File: config.mk
export PLATFORM = sky130hd
export DESIGN_NAME = line_ctrl
export DESIGN_NICKNAME = d
export VERILOG_FILES = /design/src/line_ctrl_pkg.sv /design/src/line_ctrl.sv
export VERILOG_INCLUDE_DIRS = /design/src
export SDC_FILE = /design/constraint.sdc
export NUM_CORES = 1
export LEC_CHECK = 0
export ABC_AREA = 1
export ABC_CLOCK_PERIOD_IN_PS = 13750
export BUFFER_PORTS_ARGS = -buffer_cell sky130_fd_sc_hd__buf_2
export CAP_MARGIN = 10
export CORE_AREA = 2 2 318 320
export DETAILED_ROUTE_END_ITERATION = 7
export DIE_AREA = 0 0 320 322
export SLEW_MARGIN = 20
export SYNTH_ARGS = -nofsm -noshare
export SYNTH_HDL_FRONTEND = slang
export SYNTH_SLANG_ARGS = --single-unit
File: constraint.sdc
create_clock -name clk -period 13.75 [get_ports clk]
set_input_delay 2.75 -clock clk [delete_from_list [all_inputs] [get_ports clk]]
set_output_delay 2.75 -clock clk [all_outputs]
set_load 0.01 [all_outputs]
File: src/line_ctrl_defs.svh
// constants for the general-purpose line controller
// assumes inclusion by its bare name from the package file; the design file has no include of its own
`ifndef LINE_CTRL_DEFS_SVH
`define LINE_CTRL_DEFS_SVH

`define LC_NUM_LINES       32
`define LC_PULLUP_RST      32'h0000_0000
`define LC_PERIPH_SEL_RST  32'h0000_0000
`define LC_OUT_EN_RST      32'h0000_0000
`define LC_OUT_DATA_RST    32'h0000_0000
`define LC_WMASK_RST       32'h0000_0000
`define LC_OWN_RST_DEF     32'hFFFF_FFFF
`define LC_MUXED_DEF       32'hFFFF_FFFF

`endif

File: src/line_ctrl_pkg.sv
// types shared by the line controller
// assumes line_ctrl_defs.svh is on the include path
`include "line_ctrl_defs.svh"

package line_ctrl_pkg;

   typedef logic [`LC_NUM_LINES-1:0] lines_t;

   // one set/clear write pair; each pulse is one clock wide
   typedef struct packed {
      logic   set_we;
      logic   clr_we;
      lines_t data;
   } setclr_s;

   // drive of one peripheral onto the pins
   typedef struct packed {
      lines_t out_val;
      lines_t out_en;
   } periph_drive_s;

endpackage

File: src/line_ctrl.sv
// general-purpose line controller with two-way peripheral multiplexing
// assumes write strobes come from logic on clk; pins and pclk_en come from outside
//
// Summary of operation
// pull-up enable write clears status bits, disable write sets them
// pull-up status 1 means pull-up off; drives pin pull-up control
// pull-up writes act regardless of ownership or direction
// pull-up status resets to zero, all pull-ups on
// own enable/disable writes set/clear ownership; 1 is controller, 0 peripheral
// unmuxed lines ignore ownership writes and always read owned
// ownership reset value is a per-product parameter
// select-A write clears, select-B write sets peripheral select bits
// A/B select steers outputs only; pin input reaches both peripherals
// peripheral select status resets to zero, peripheral A
// select writes update status even when controller owns the line
// peripheral-owned lines take output value and enable from selected peripheral
// output enable/disable writes set/clear output status; 1 drives
// set/clear output writes set/clear output data bits
// output writes update status even while a peripheral owns the line
// direct output data write changes only write-mask enabled bits
// write-mask enable/disable set/clear mask; resets to zero
// register writes work with the peripheral clock gated
// sampling and change detection run only with peripheral clock on
// peripheral clock is off after reset until enabled
// software enables the clock before trusting pin levels
// handing a pin to a peripheral needs select and disable writes
// each line keeps the same bit position in every register
// write-only registers read zero; writes apply in write order

module line_ctrl
   import line_ctrl_pkg::*;
#(
   parameter lines_t OWN_RST = `LC_OWN_RST_DEF,  // product reset ownership
   parameter lines_t MUXED   = `LC_MUXED_DEF     // 1 where a peripheral is muxed
) (
   input  wire logic          clk,            // 100 MHz clock
   input  wire logic          rst_n,          // async reset, active low
   input  wire logic          ce,             // clock enable, freezes all state but the reset release when low
   input  wire logic          pclk_en,        // power-manager clock enable level
   input  wire setclr_s       pullup_wr,      // set=disable reg, clr=enable reg
   input  wire setclr_s       own_wr,         // set=enable reg, clr=disable reg
   input  wire setclr_s       sel_wr,         // set=select-B, clr=select-A
   input  wire setclr_s       out_en_wr,      // set=enable, clr=disable
   input  wire setclr_s       out_data_wr,    // set=set data, clr=clear data
   input  wire setclr_s       wmask_wr,       // set=mask enable, clr=mask disable
   input  wire logic          odata_we,       // direct output data write strobe
   input  wire lines_t        odata_wdata,    // direct output data write value
   input  wire periph_drive_s periph_a,       // peripheral A drive
   input  wire periph_drive_s periph_b,       // peripheral B drive
   input  wire lines_t        pin_in,         // pin levels, asynchronous
   output lines_t             pin_out,        // pin output level
   output lines_t             pin_oe_n,       // pin output enable, low drives
   output lines_t             pullup_off,     // pull-up disable per pin
   output lines_t             periph_in,      // pin input to both peripherals
   output lines_t             pin_level,      // sampled pin levels
   output lines_t             change,         // pin changed since last sample
   output logic               clk_on,         // peripheral clock active
   output lines_t             pullup_status_reg,        // pull-up status
   output lines_t             line_own_status_reg,      // ownership status
   output lines_t             periph_select_status_reg, // A/B select status
   output lines_t             out_status_reg,           // output enable status
   output lines_t             out_data_status_reg,      // output data status
   output lines_t             write_mask_status_reg,    // write mask status
   output lines_t             wr_only_rdata             // read of set/clear regs
);

   // ------------------------------------------------------------
   // reset release
   // ------------------------------------------------------------
   logic rst_s1_r;
   logic rst_s2_r;

   always_ff @(posedge clk or negedge rst_n) begin
      if (!rst_n) begin
         rst_s1_r <= 1'b0;
         rst_s2_r <= 1'b0;
      end else begin
         rst_s1_r <= 1'b1;
         rst_s2_r <= rst_s1_r;
      end
   end

   wire logic srst_n = rst_s2_r;

   // ------------------------------------------------------------
   // set/clear status registers
   // ------------------------------------------------------------
   lines_t pullup_r;
   lines_t own_r;
   lines_t sel_r;
   lines_t oen_r;
   lines_t odata_r;
   lines_t wmask_r;

   // one write per cycle from the bus; set then clear order per cycle
   function automatic lines_t setclr(input lines_t cur, input setclr_s w);
      lines_t v;
      v = cur;
      if (w.set_we) begin
         v = v | w.data;
      end
      if (w.clr_we) begin
         v = v & ~w.data;
      end
      return v;
   endfunction

   // no dependency on pclk_en: writes act with the clock gated
   always_ff @(posedge clk or negedge srst_n) begin
      if (!srst_n) begin
         pullup_r <= `LC_PULLUP_RST;
      end else if (ce) begin
         pullup_r <= setclr(pullup_r, pullup_wr);
      end
   end

   always_ff @(posedge clk or negedge srst_n) begin
      if (!srst_n) begin
         own_r <= OWN_RST | ~MUXED;
      end else if (ce) begin
         own_r <= setclr(own_r, own_wr) | ~MUXED;
      end
   end

   always_ff @(posedge clk or negedge srst_n) begin
      if (!srst_n) begin
         sel_r <= `LC_PERIPH_SEL_RST;
      end else if (ce) begin
         sel_r <= setclr(sel_r, sel_wr);
      end
   end

   always_ff @(posedge clk or negedge srst_n) begin
      if (!srst_n) begin
         oen_r <= `LC_OUT_EN_RST;
      end else if (ce) begin
         oen_r <= setclr(oen_r, out_en_wr);
      end
   end

   always_ff @(posedge clk or negedge srst_n) begin
      if (!srst_n) begin
         odata_r <= `LC_OUT_DATA_RST;
      end else if (ce) begin
         if (odata_we) begin
            odata_r <= (odata_r & ~wmask_r) | (odata_wdata & wmask_r);
         end else begin
            odata_r <= setclr(odata_r, out_data_wr);
         end
      end
   end

   always_ff @(posedge clk or negedge srst_n) begin
      if (!srst_n) begin
         wmask_r <= `LC_WMASK_RST;
      end else if (ce) begin
         wmask_r <= setclr(wmask_r, wmask_wr);
      end
   end

   // ------------------------------------------------------------
   // peripheral clock gate
   // ------------------------------------------------------------
   logic pclk_s1_r;
   logic pclk_s2_r;

   always_ff @(posedge clk or negedge srst_n) begin
      if (!srst_n) begin
         pclk_s1_r <= 1'b0;
         pclk_s2_r <= 1'b0;
      end else if (ce) begin
         pclk_s1_r <= pclk_en;
         pclk_s2_r <= pclk_s1_r;
      end
   end

   assign clk_on = pclk_s2_r;

   // ------------------------------------------------------------
   // pin sampling and change detection
   // ------------------------------------------------------------
   lines_t pin_s1_r;
   lines_t pin_s2_r;
   lines_t level_r;
   lines_t change_r;
   logic   primed_r;

   always_ff @(posedge clk or negedge srst_n) begin
      if (!srst_n) begin
         pin_s1_r <= '0;
         pin_s2_r <= '0;
      end else if (ce) begin
         pin_s1_r <= pin_in;
         pin_s2_r <= pin_s1_r;
      end
   end

   // level holds while the clock is gated
   always_ff @(posedge clk or negedge srst_n) begin
      if (!srst_n) begin
         level_r  <= '0;
         change_r <= '0;
         primed_r <= 1'b0;
      end else if (ce) begin
         if (pclk_s2_r) begin
            level_r  <= pin_s2_r;
            change_r <= primed_r ? (pin_s2_r ^ level_r) : '0;
            primed_r <= 1'b1;
         end else begin
            change_r <= '0;
            primed_r <= 1'b0;
         end
      end
   end

   assign pin_level = level_r;
   assign change    = change_r;
   assign periph_in = pin_s2_r;

   // ------------------------------------------------------------
   // output multiplexer, one per line
   // ------------------------------------------------------------
   lines_t pin_out_r;
   lines_t pin_oe_n_r;

   generate
      for (genvar i = 0; i < `LC_NUM_LINES; i++) begin : g_line
         logic p_val;
         logic p_en;
         assign p_val = sel_r[i] ? periph_b.out_val[i] : periph_a.out_val[i];
         assign p_en  = sel_r[i] ? periph_b.out_en[i]  : periph_a.out_en[i];

         always_ff @(posedge clk or negedge srst_n) begin
            if (!srst_n) begin
               pin_out_r[i]  <= 1'b0;
               pin_oe_n_r[i] <= 1'b1;
            end else if (ce) begin
               pin_out_r[i]  <= own_r[i] ? odata_r[i] : p_val;
               pin_oe_n_r[i] <= own_r[i] ? ~oen_r[i] : ~p_en;
            end
         end
      end
   endgenerate

   assign pin_out    = pin_out_r;
   assign pin_oe_n   = pin_oe_n_r;
   assign pullup_off = pullup_r;

   // ------------------------------------------------------------
   // status views
   // ------------------------------------------------------------
   assign pullup_status_reg        = pullup_r;
   assign line_own_status_reg      = own_r;
   assign periph_select_status_reg = sel_r;
   assign out_status_reg           = oen_r;
   assign out_data_status_reg      = odata_r;
   assign write_mask_status_reg    = wmask_r;
   assign wr_only_rdata            = '0;

endmodule

== Word level (Yosys, flattened, before mapping) ==
Cells that the tools add are included.

* Logic and storage cells: 318
* Flip-flop bits (word level): 389
* Output and inout bits: 417

* Mux-type cells: 151
* Bitwise operators: 87
* Reduce and logical (&&, ||, !) cells: 1

{| class="wikitable"
|+ Operators with widths
! kind !! number
|-
| $mux W32 || 22
|-
| $and A32 B32 Y32 || 8
|-
| $not A32 Y32 || 7
|-
| $or A32 B32 Y32 || 7
|-
| $mux W1 || 129
|-
| $not A1 Y1 || 64
|-
| $xor A32 B32 Y32 || 1
|-
| $reduce_and A2 Y1 || 1
|}

== Depth between registers and ports, before layout ==
Gate-level depths: netlist of run 1.

* Word-level depth: 7
* Gate-level depth with buffers: 7

== Worst setup path before layout of run 1 ==
OpenSTA, ideal clock, no wires.

* Kind: input to register
* From: input port odata_we
* To: register (tool-made name)
* Library setup time: 0.122 ns
* Arrival: 3.402 ns
* Buffers on the path: 2
* Cell stages on the path: 5
* Data required time: 13.628 ns
* Setup slack: 10.226 ns
* Path through: buf_2 > clkbuf_1 > nand2_1 > a21oi_1 > a21oi_1

{| class="wikitable"
|+ RTL lines
! what !! line !! text
|-
| start: declaration || line_ctrl.sv:46 || <nowiki>input wire logic odata_we,</nowiki>
|}

==> flow_results.org, run 1 <==
** Outcome
- Result of the run :: finished, final reports clean

** Floorplanning
- Initial core utilization :: 18.5%
- Number of placement rows :: 116
- The total area inside the core boundary comes to 0.0996 sq mm.
- Vertical die dimension :: 322 um
- Pin placement for this block handled 818 I/O pins.
- The die covers 0.103 sq mm.
- Die X :: 320 um

** Routing
- Mean routed wirelength per cell :: 18.5 um
- The detail route stage leaves a number of antenna-violating nets equal to 0.
- # DRC :: 0
- The pre-antenna-repair detailed-routing pass consisted of 5 iterations.
- Vias per Instance :: 4.16
- Total wire length after detailed routing :: 79200 um
- The detailed router finished its first iteration with 1246 violations.
- The routed layout has 17.8k vias.

** Worst setup path
- By instance count, the cell type seen most on the critical path is sky130_fd_sc_hd__nand2_1.
- Worst endpoint data arrival time :: 4.99 ns
- Critical register-to-register path endpoint :: pullup_off[28]$_DFFE_PN0P_
- Type of the setup path with the least slack :: primary input to flop
- Element type at the critical path start :: primary input
- Length in cells of the worst reg-to-reg path :: 2
- At the worst endpoint, the required time is 14.28 ns.
- Among all stages on the critical path, the largest delay is contributed by sky130_fd_sc_hd__inv_2.
- The largest single stage delay on the critical path is 0.70 ns.
- RR Startpoint :: rst_s2_r$_DFF_PN0_
- STA classifies the critical path endpoint as a flop.
- Origin of the worst setup path :: ce
- Along the worst path, the maximum fanout reaches 85.
- Crit-path cells :: buf_6 -> buf_4 -> nand2_1 -> inv_2 -> nand2_1 -> a22oi_1
- The most critical setup path has its endpoint at write_mask_status_reg[21]$_DFFE_PN0P_.
- Setup slack on the worst reg-to-reg path comes out at 11.07 ns.

** Cells and area
- The library cell used most frequently in the layout, excluding fill and tap cells, is sky130_fd_sc_hd__nand2_1.
- Layout overhead on the synthesized area :: 35.4%
- Share of the core filled with cells :: 25.0%
- Top library cells by usage in the layout, fill and taps aside :: sky130_fd_sc_hd__nand2_1 (786), sky130_fd_sc_hd__buf_2 (783), sky130_fd_sc_hd__dfrtp_1 (324)
- Fill cells in the final layout number 11.0k.
- The post-route netlist has 32.5% of its cells at a drive strength greater than 1.
- Final #Nets :: 3333

** Logic synthesis
- A synthesized cell averages 8.30 sq um.
- Distinct cells, synth :: 18
- Cell taking the most area after synthesis :: sky130_fd_sc_hd__dfrtp_1
- Post-synthesis instance total :: 2215
- After synthesis the netlist holds a flip-flop and latch count of 389.
- YS warnings :: 0
- Fraction of the yosys area taken by sequential cells :: 53.4%
- In the post-synthesis netlist, the biggest area contributors are sky130_fd_sc_hd__dfrtp_1 (44%), sky130_fd_sc_hd__nand2_1 (16%), sky130_fd_sc_hd__dfstp_2 (9.1%).
- Of the post-synthesis cell area, the dominant cell type holds 44.2%.
- Post-Synthesis Cell Area :: 0.0184 sq mm

** Clock network
- The clock tree synthesis step divided the H-tree into 2 levels.
- The number of clock buffers added by TritonCTS is 48.
- The root buffer cell chosen for the clock tree is sky130_fd_sc_hd__clkbuf_16.
- The clock passes through at most 3 buffers.
- At the later pin of the worst-skew pair, clock insertion delay measures 0.63 ns.
- Hold repair after CTS inserted 0 buffers.
- Post-CTS repair changed the size of 0 cells.
- TritonCTS sink count :: 389
- The number of setup buffers added after CTS is 0.
- After clock tree synthesis, the clock-pin slew on the worst setup and hold paths is 0.05 ns.
- TritonCTS built the clock tree.

** Place
- Buffers placed on the I/O ports in this run total 785.
- Before CTS, the worst setup slack after placement is 8.59 ns.
- The congestion estimate from routability-driven global placement came to 0.890.
- Once detailed placement completed, the half-perimeter wirelength came to 59200 um.

** Timing
- Final worst setup slack :: 9.28 ns
- Hold timing on the final database bottoms out at a slack of 0.356 ns.
- At the pin with the least slew margin, the transition time is 1.03 ns.
- After routing, the total negative slack on setup checks comes to 0 ns.
- Worst max-slew margin expressed relative to the limit :: 31.5%
- Of the available clock period, the critical path in the final layout requires 32.5%.
- Endpoints failing hold :: 0
- Timing-limited maximum frequency :: 224 MHz
- After layout, the minimum clock period comes to 4.47 ns.
- Number of failing setup endpoints in the final timing report :: 0
- The final max-slew violation count came to 0.
- Setup skew after layout :: 0.0212 ns
- Setup repair after global routing left no endpoint under its margin.

** Power
- The analysis attributes to cell leakage a power of 13.3 nW.
- In this run the power density over the cells is 151 mW/mm^2.
- Worst ir drop on vdd :: 0.0765 mV
- Pwr Total :: 3.75 mW

** GRT
- Antenna violations before repair :: 25
- Entering global routing, the biggest net connects 158 pins.
- Total global routing overflow :: 0
- Vias in the first global route :: 17.0k
- Wire length of the first global-routing pass :: 112000 um
- Aggregate global-route resource usage :: 14.6%

** Job
- Maxcap violations :: 0

** Worst hold path
- The path class of the tightest hold or removal check is flop to asynchronous set/reset pin.
layout make-up:
| class | instances | area, sq um | area share [%] |
|---|---|---|---|
| clock buffer | 72 | 1350 | 5.43 |
| tap | 1298 | 1620 | 6.53 |
| inverter | 267 | 1010 | 4.06 |
| timing repair buffer | 797 | 4040 | 16.2 |
| antenna | 15 | 37.5 | 0.151 |
| multi-input combinational | 1429 | 6640 | 26.7 |
| clock inverter | 18 | 360 | 1.45 |
| sequential | 389 | 9820 | 39.5 |
per-layer routing:
layer  GRT usage (%)  vias up  part of all wire, %
met3            4.68      156                  9.5
met5               0        -                 0.18
met2            23.3      786                   46
met4            5.99       24                  3.6
li1                -     8412                    -
met1            18.1     8460                   41
where the power goes:
| part | switching, mW | leakage [nW] | internal (mW) | total, mW |
|---|---|---|---|---|
| clock network | 0.550 | 0.817 | 0.839 | 1.39 |
| logic | 0.520 | 7.86 | 0.315 | 0.835 |
| registers | 0.171 | 4.62 | 1.35 | 1.52 |
critical path, delay by kind of cell:
family                 cells  cell delay, ns
AND/OR/NAND/NOR            2            0.23
buffers and inverters      3            1.69
AO/OA/AOI/OAI              1            0.18
Yosys cell counts:
cell	n
sky130_fd_sc_hd__inv_2	10
sky130_fd_sc_hd__nor2_1	64
sky130_fd_sc_hd__buf_4	86
sky130_fd_sc_hd__a22oi_1	160
sky130_fd_sc_hd__dfrtp_1	325
sky130_fd_sc_hd__o21ai_0	160
sky130_fd_sc_hd__inv_1	257
sky130_fd_sc_hd__a21oi_2	19
sky130_fd_sc_hd__nand2_1	787
sky130_fd_sc_hd__buf_6	6
sky130_fd_sc_hd__buf_2	56
sky130_fd_sc_hd__xnor2_1	32
sky130_fd_sc_hd__dfstp_2	64
sky130_fd_sc_hd__buf_1	1
sky130_fd_sc_hd__conb_1	2
sky130_fd_sc_hd__nand3_1	33
sky130_fd_sc_hd__a21oi_1	141
sky130_fd_sc_hd__clkbuf_1	12
per-stage QoR:
step	instances	area, sq um
finish	4285	24900
global route	4277	24900
CTS	4270	24800
detailed placement	4180	23100
global placement	4180	23100
floorplan	2246	18500
worst min-delay path by stage:
stage,startpoint,endpoint,cells after the start
after floorplan,rst_s1_r$_DFF_PN0_,rst_s2_r$_DFF_PN0_,0
after global placement,rst_s1_r$_DFF_PN0_,rst_s2_r$_DFF_PN0_,0
after detailed placement,rst_s1_r$_DFF_PN0_,rst_s2_r$_DFF_PN0_,0
after CTS,rst_s1_r$_DFF_PN0_,rst_s2_r$_DFF_PN0_,0
after global routing,rst_s1_r$_DFF_PN0_,rst_s2_r$_DFF_PN0_,0
final,rst_s2_r$_DFF_PN0_,out_status_reg[7]$_DFFE_PN0P_,0
cells by family after synthesis:
logic type	Yosys count	share of synthesized area, %
xor+xnor	32	1.52
buf+inv	428	11.1
simple gates	884	18.3
flops	389	53.4
compound gates	480	15.6
other cells	2	0.0409
Note: power is estimated with default switching activity, not from simulation.
==> run 2: changes to the inputs <==
Settings changed: ABC_AREA 1 to 0, ABC_CLOCK_PERIOD_IN_PS 13750 to 3710, CORE_AREA 2 2 318 320 to 2 2 320 322, DIE_AREA 0 0 320 322 to 0 0 322 324.
Clock period 13.75 ns to 3.71 ns, I/O delays scaled along.
==> flow_results.org, run 2 <==
** Floorplanning
- Row generation in the floorplan step produced 117 rows.
- The initial utilization of the core area, before any placement, comes to 17.1%.
- From bottom edge to top edge, the die measures 324 um.
- From left edge to right edge, the die measures 322 um.
- Overall die area :: 0.104 sq mm
- Standard cell core area :: 0.101 sq mm
- Top-Level Pins :: 818

** Routing
- The detail route stage leaves a number of antenna-violating nets equal to 0.
- Iteration-0 DRC Markers :: 945
- The detailed router placed 15.7k vias in this run.
- After detailed routing, the average wire length per cell comes to 21.7 um.
- For this run, design rule violations remaining after detail routing come to 0.
- The first TritonRoute pass finished after 5 iterations.
- Total wire length after detailed routing :: 78600 um
- Vias per Instance :: 4.34

** Clock network
- Reg clk slew, reported paths :: 0.06 ns
- Clock latency on the worst-skew pair :: 0.60 ns
- For this design, the sink count on the clock tree is 389.
- In this run the post-CTS setup repair buffer count came out at 0.
- Clock tree from TritonCTS :: yes
- Num CTS Buffers :: 45
- The root buffer cell chosen for the clock tree is sky130_fd_sc_hd__clkbuf_16.
- Clock Tree Buf Depth :: 3
- Depth of the CTS H-tree :: 2

** Power
- The completed layout was analyzed and its total power is 14.1 mW.
- The analysis attributes to cell leakage a power of 11.0 nW.
- The worst-case IR drop observed on VDD is 0.277 mV.
- In this run the power density over the cells is 590 mW/mm^2.

** Timing
- Setup violations remaining at the end of the flow were counted as 0.
- Setup skew after layout :: 0.0140 ns
- The final max-slew violation count came to 0.
- Measured against its own limit, the worst slew margin works out to 21.5%.
- Derived from the worst setup path, the maximum achievable clock frequency is 445 MHz.
- The hold violation total from the final report came to 0.
- Setup repair after global routing left no endpoint under its margin.
- Min Tclk post-route :: 2.25 ns
- The final critical path takes up 60.6% of the cycle.
- Final worst setup slack :: 1.46 ns
- Pin slew with the least headroom to its limit :: 1.18 ns

** Worst setup path
- WP data required :: 2.97 ns
- The critical path goes through buf_2.
- Origin of the worst setup path :: line_own_status_reg[19]$_DFFE_PN1P_
- Along the worst path, the maximum fanout reaches 5.
- Slowest Stage Delay on Critical Path :: 0.71 ns
- R2r setup slk :: 2.15 ns
- STA classifies the critical path endpoint as an output port.
- Slowest library cell on the worst path :: sky130_fd_sc_hd__dfstp_2
- Element type at the critical path start :: flop
- Total number of cells along the worst setup path :: 1
- The kind of cell with the highest combined delay along the critical path is flip-flops.
- The worst setup path is of the flop to output port kind.
- At the worst endpoint, the arrival time is 1.51 ns.
- Number of buffers and inverters on the critical path :: 1
- RR Startpoint :: line_own_status_reg[19]$_DFFE_PN1P_
- Length in cells of the worst reg-to-reg path :: 3

** Logic synthesis
- The Yosys step of the flow raised 0 warnings.
- Summed over its instances, the top area cell type makes up 47.0% of the synthesized netlist area.
- Synthesis produced a netlist whose cell count is 1525.
- Distinct cells, synth :: 26
- Averaged over all synthesized cells, the footprint is 11.3 sq um.
- By area the synthesized netlist is led by sky130_fd_sc_hd__dfrtp_1 (47%), sky130_fd_sc_hd__a21oi_1 (10%), sky130_fd_sc_hd__dfstp_2 (9.7%).
- Number of flip-flops and latches in the synthesized netlist :: 389
- Cell taking the most area after synthesis :: sky130_fd_sc_hd__dfrtp_1
- Post-synth EDFFs :: 0
- Sequential elements use 56.7% of the synthesized area.
- In the synthesized netlist the async set-or-reset flop fraction comes to 100%.
- Ranking of synthesized cells by instance count :: sky130_fd_sc_hd__a21oi_1 (352), sky130_fd_sc_hd__dfrtp_1 (325), sky130_fd_sc_hd__o21ai_0 (97)
- The most used flip-flop cell after synthesis is sky130_fd_sc_hd__dfrtp_1.
- Most common cell in the netlist :: sky130_fd_sc_hd__a21oi_1
- Post-Synthesis Cell Area :: 0.0173 sq mm

** Place
- Count of port buffers added during placement :: 785
- The wire-length estimate of the detail-placed layout is 59900 um.
- At the placement stage, the worst setup path has a slack of 1.16 ns.
- The congestion estimate from routability-driven global placement came to 0.875.

** Worst hold path
- The tightest min-delay check is of the primary input to flop type.
- The startpoint identified for the worst hold timing path is own_wr[11].
- Number of cells on the worst hold path :: 2

** GRT
- Entering global routing, the biggest net connects 105 pins.
- Total global routing overflow :: 0
- Wire length of the first global-routing pass :: 107000 um
- Vias in the first global route :: 14.9k
- The number of antenna violations at the first check in global routing was 11.
- Global routing used 14.2% of the available tracks.

** Job
- The tool flagged a number of max-cap violations equal to 0.

** Cells and area
- The area growth from synthesis to layout is 38.1%.
- In the layout the commonest cells are sky130_fd_sc_hd__buf_2 (784), sky130_fd_sc_hd__a21oi_1 (352), sky130_fd_sc_hd__dfrtp_1 (324).
- Leading cell type in the layout, fill and taps excluded :: sky130_fd_sc_hd__buf_2
- The net count of the finished layout is 2667.
- For this run, the share of the core covered by cells in the final layout is 23.7%.
- The post-route netlist has 46.2% of its cells at a drive strength greater than 1.

** Outcome
- The flow ran to the end, and the final reports show no timing, DRC or antenna violations.
run 2: worst reg2reg max path, delay by kind of cell (launching register included):
kind                   cells  cell delay, ns
buffers and inverters      1            0.10
DFF                        1            0.71
AOI/OAI and AO/OA          2            0.70
run 2: per-stage QoR:
stage	std cells	hold WS, ns	setup TNS [ns]	cell area, sq um
floorplan	1556	0.331	-26.12	17400
detailed placement	3527	0.343	0	22300
CTS	3611	0.217	0	23900
global placement	3527	0.336	0	22300
finish	3616	0.285	0	23900
global route	3615	0.242	0	23900
run 2: layout make-up:
class | count | area [sq um]
sequential | 389 | 9820
fill | 10900 | 77100
timing repair buffer | 819 | 4270
multi-input combinational | 945 | 6330
antenna | 5 | 12.5
tap | 1309 | 1640
inverter | 66 | 250
clock buffer | 67 | 1340
clock inverter | 16 | 228
run 2: where the power goes:
| part | total (mW) | internal [mW] | leakage (nW) | switching, mW |
|---|---|---|---|---|
| clock network | 4.75 | 2.85 | 0.779 | 1.90 |
| logic | 3.27 | 1.49 | 5.58 | 1.79 |
| registers | 6.07 | 5.12 | 4.60 | 0.954 |
| total | 14.1 | 9.45 | 11.0 | 4.64 |
run 2: cell families (layout without fill, tap and decap cells):
family | Yosys count | after routing | synth area share (%)
buffers and inverters | 222 | 968 | 7.41
multiplexers | 98 | 98 | 6.59
XOR/XNOR | 32 | 32 | 1.62
AND/OR/NAND/NOR | 109 | 109 | 3.76
AO/OA/AOI/OAI | 673 | 673 | 23.9
flip-flops | 389 | 389 | 56.7
other | 2 | 38 | 0.0434
run 2: worst paths after layout:
path                                                            end
worst max-delay path                        line_own_status_reg[19]
worst min-delay path            line_own_status_reg[11]$_DFFE_PN1P_
worst max register to register             pin_oe_n[19]$_DFFE_PN1P_
worst min register to register                   rst_s2_r$_DFF_PN0_
max in group asynchronous       line_own_status_reg[25]$_DFFE_PN1P_
min in group asynchronous                     pclk_s1_r$_DFFE_PN0P_
run 2: routing by layer:
layer | GRT usage (%) | vias up | wire, um
li1 | - | 6994 | -
met1 | 17.5 | 7865 | 31600
met2 | 23.6 | 714 | 37900
met3 | 3.76 | 130 | 6280
met4 | 5.35 | 8 | 2720
met5 | 0 | - | 48
run 2: timing repair:
| action | CTS | global route |
|---|---|---|
| resized for setup | 0 | 0 |
| hold endpoints to repair | 2 | 0 |
| hold buffers | 1 | 0 |
==> run 3: changes to the inputs <==
Settings changed: ABC_CLOCK_PERIOD_IN_PS 3710 to 2100, CORE_AREA 2 2 320 322 to 2 2 321 323, DIE_AREA 0 0 322 324 to 0 0 323 325.
Clock period 3.71 ns to 2.1 ns, I/O delays scaled along.
==> flow_results.org, run 3 (synthesis gave the netlist of run 2 again) <==
** Outcome
- Result of the run :: finished, final reports clean

** Worst setup path
- Type of destination of the critical path :: output port
- The cell family contributing the most delay on the critical path is flip-flops.
- Crit-path cells :: buf_2
- Number of buffers and inverters on the critical path :: 1
- The worst setup path is of the flop to output port kind.
- The worst setup path is launched from a flop.
- The largest individual stage delay along the critical path comes from the cell sky130_fd_sc_hd__dfrtp_1.
- Worst endpoint data arrival time :: 1.55 ns
- In this design, the stage delay of the slowest critical-path cell is 0.70 ns.
- Of all nets on the critical path, the largest fanout is 6.
- WP data required :: 1.68 ns

** Place
- Timing analysis after detailed placement gives a worst setup slack of 0.325 ns.
- Count of port buffers added during placement :: 785
- The placed instances occupy a cell area of 0.0228 sq mm.
- Estimated wirelength of the detail-placed design :: 65900 um
- In this run, placement finished with an instance count of 3614.
- The congestion estimate from routability-driven global placement came to 0.946.

** Clock network
- The later pin in the worst-skew pair is clocked with a latency of 0.61 ns.
- TritonCTS built the clock tree.
- CTS placed an instance of sky130_fd_sc_hd__clkbuf_16 at the clock tree root.
- In this run, CTS created clock tree buffers numbering 48.
- The clock passes through at most 3 buffers.
- Depth of the CTS H-tree :: 2
- After clock tree synthesis, the repair step resized 0 gates.
- The tree built by TritonCTS fans out to 389 sinks.
- After clock tree synthesis, the clock-pin slew on the worst setup and hold paths is 0.06 ns.

** Timing
- The final max-slew violation count is 0.
- Setup repair after global routing left no endpoint under its margin.
- Min Tclk post-route :: 1.97 ns
- Number of failing setup endpoints in the final timing report :: 0
- Timing-limited maximum frequency :: 507 MHz
- Measured against its own limit, the worst slew margin works out to 30.1%.
- Setup slack closes at 0.127 ns.
- Pin slew with the least headroom to its limit :: 1.05 ns
- The hold violation total from the final report is 0.
- Hold slack final :: 0.0629 ns
- On the final layout, the worst clock skew is 0.0153 ns.
- Dividing the final minimum period by the clock period gives 93.9%.

** Worst hold path
- Type of the tightest min-delay check :: primary input to flop

** Routing
- For this block, the routed nets add up to 85300 um of wire.
- Mean routed wirelength per cell :: 21.9 um
- After the first detailed-routing iteration, the DRC count stood at 1060.
- After detailed routing, the number of remaining DRC violations is 0.
- The count of nets left with antenna violations once routing finished came out at 0.
- Via count :: 16.7k
- Vias per Instance :: 4.28
- The pre-antenna-repair detailed-routing pass consisted of 5 iterations.

** Cells and area
- Final #Nets :: 2884
- Top library cells by usage in the layout, fill and taps aside :: sky130_fd_sc_hd__buf_2 (784), sky130_fd_sc_hd__a21oi_1 (352), sky130_fd_sc_hd__dfrtp_1 (324)
- The finished cells cover 0.0263 sq mm.
- Of the cells placed in the final design, the portion with a size suffix greater than 1 is 43.6%.
- The library cell used most frequently in the layout, excluding fill and tap cells, is sky130_fd_sc_hd__buf_2.
- Compared with the post-synthesis result, the final layout area differs by 52.2%.
- Excluding fillers, the count of instances in the completed layout stands at 3901.

** GRT
- Antenna violations before repair :: 17
- Aggregate global-route resource usage :: 15.7%
- Wire length of the first global-routing pass :: 120000 um
- Vias in the first global route :: 16.9k
- Total global routing overflow :: 0
- Entering global routing, the biggest net connects 72 pins.

** Power
- In this run the static leakage power is 12.0 nW.
- Internal cell power :: 17.1 mW
- Worst ir drop on vdd :: 0.528 mV
- Net switching is 33.7% of the power.
- Share of power burned in the clock network :: 33.6%
- Power Dens Cells :: 978 mW/mm^2
- Switching power :: 8.69 mW
- Combinational fraction of design power :: 24.0%
- Pwr Total :: 25.8 mW
- Portion of total power attributed to sequential cells :: 42.3%

** Floorplanning
- Overall die area :: 0.105 sq mm
- Vertical die dimension :: 325 um
- From left edge to right edge, the die measures 323 um.
- The floorplan has 117 rows.
- For this configuration, the core starts out at a cell density of 17.1%.
- Top-Level Pins :: 818
- The floorplan step defined a core boundary enclosing 0.101 sq mm.

** Job
- The tool flagged a number of max-cap violations equal to 0.
-- run 3: cell types whose count changed in the layout (fill, tap and decap cells not counted), sizes merged --
cell and delta:
clkbuf -4, buf +28, clkinv +4, clkinvlp +5, diode +7, dlygate4sd3 +186
-- run 3: area by class of cell --
cell class              count  area [sq um]
diodes                     12          30.0
flip-flops and latches    389          9820
inverters                  66           250
clock buffers              63          1330
well taps                1368          1710
multi-input cells         945          6330
clock inverters            25           297
fillers                 10800         75000
repair buffers           1033          6570
-- run 3: routing by layer --
layer  vias to the layer above  track usage [%]  part of all wire (%)
met2                       808             26.2                    47
met5                         -                0                 0.049
met1                      8260             18.9                    40
li1                       7436                -                     -
met4                         6             6.45                   3.9
met3                       171             4.45                   8.4
-- run 3: power groups by stage --
stage                     Combinational, mW  Sequential (mW)  Clock (mW)
final                                  6.19             10.9        8.66
after global routing                   6.74             11.1        9.27
after CTS                              6.20             10.9        8.98
after detailed placement               5.87             11.0           0
after global placement                 5.79             11.0           0
after floorplan                        2.50             11.0           0
-- run 3: path summary, 6_finish.rpt --
check | slack [ns] | cells after the start | startpoint | to
max in group asynchronous | 0.94 | 2 | rst_s2_r$_DFF_PN0_ | periph_in[8]$_DFFE_PN0P_
worst min-delay path | 0.06 | 2 | pin_in[18] | pin_s1_r[18]$_DFFE_PN0P_
worst max register to register | 0.52 | 3 | periph_select_status_reg[13]$_DFFE_PN0P_ | pin_oe_n[13]$_DFFE_PN1P_
worst min register to register | 0.26 | 0 | rst_s2_r$_DFF_PN0_ | periph_select_status_reg[30]$_DFFE_PN0P_
min in group asynchronous | 0.13 | 2 | rst_n | rst_s1_r$_DFF_PN0_
worst max-delay path | 0.13 | 1 | periph_select_status_reg[31]$_DFFE_PN0P_ | periph_select_status_reg[31]
-- run 3: stage by stage --
| step | utilization [%] | TNS [ns] |
|---|---|---|
| 2_1_floorplan | - | -595.44 |
| 3_3_place_gp | 22.5 | 0 |
| 3_5_place_dp | 22.5 | 0 |
| 4_1_cts | 26.0 | 0 |
| 5_1_grt | 26.0 | 0 |
| 6_report | 26.0 | 0 |
-- run 3: repair_timing --
action	CTS	global route
setup buffers	0	0
hold endpoints to repair	188	0
hold buffers	187	0
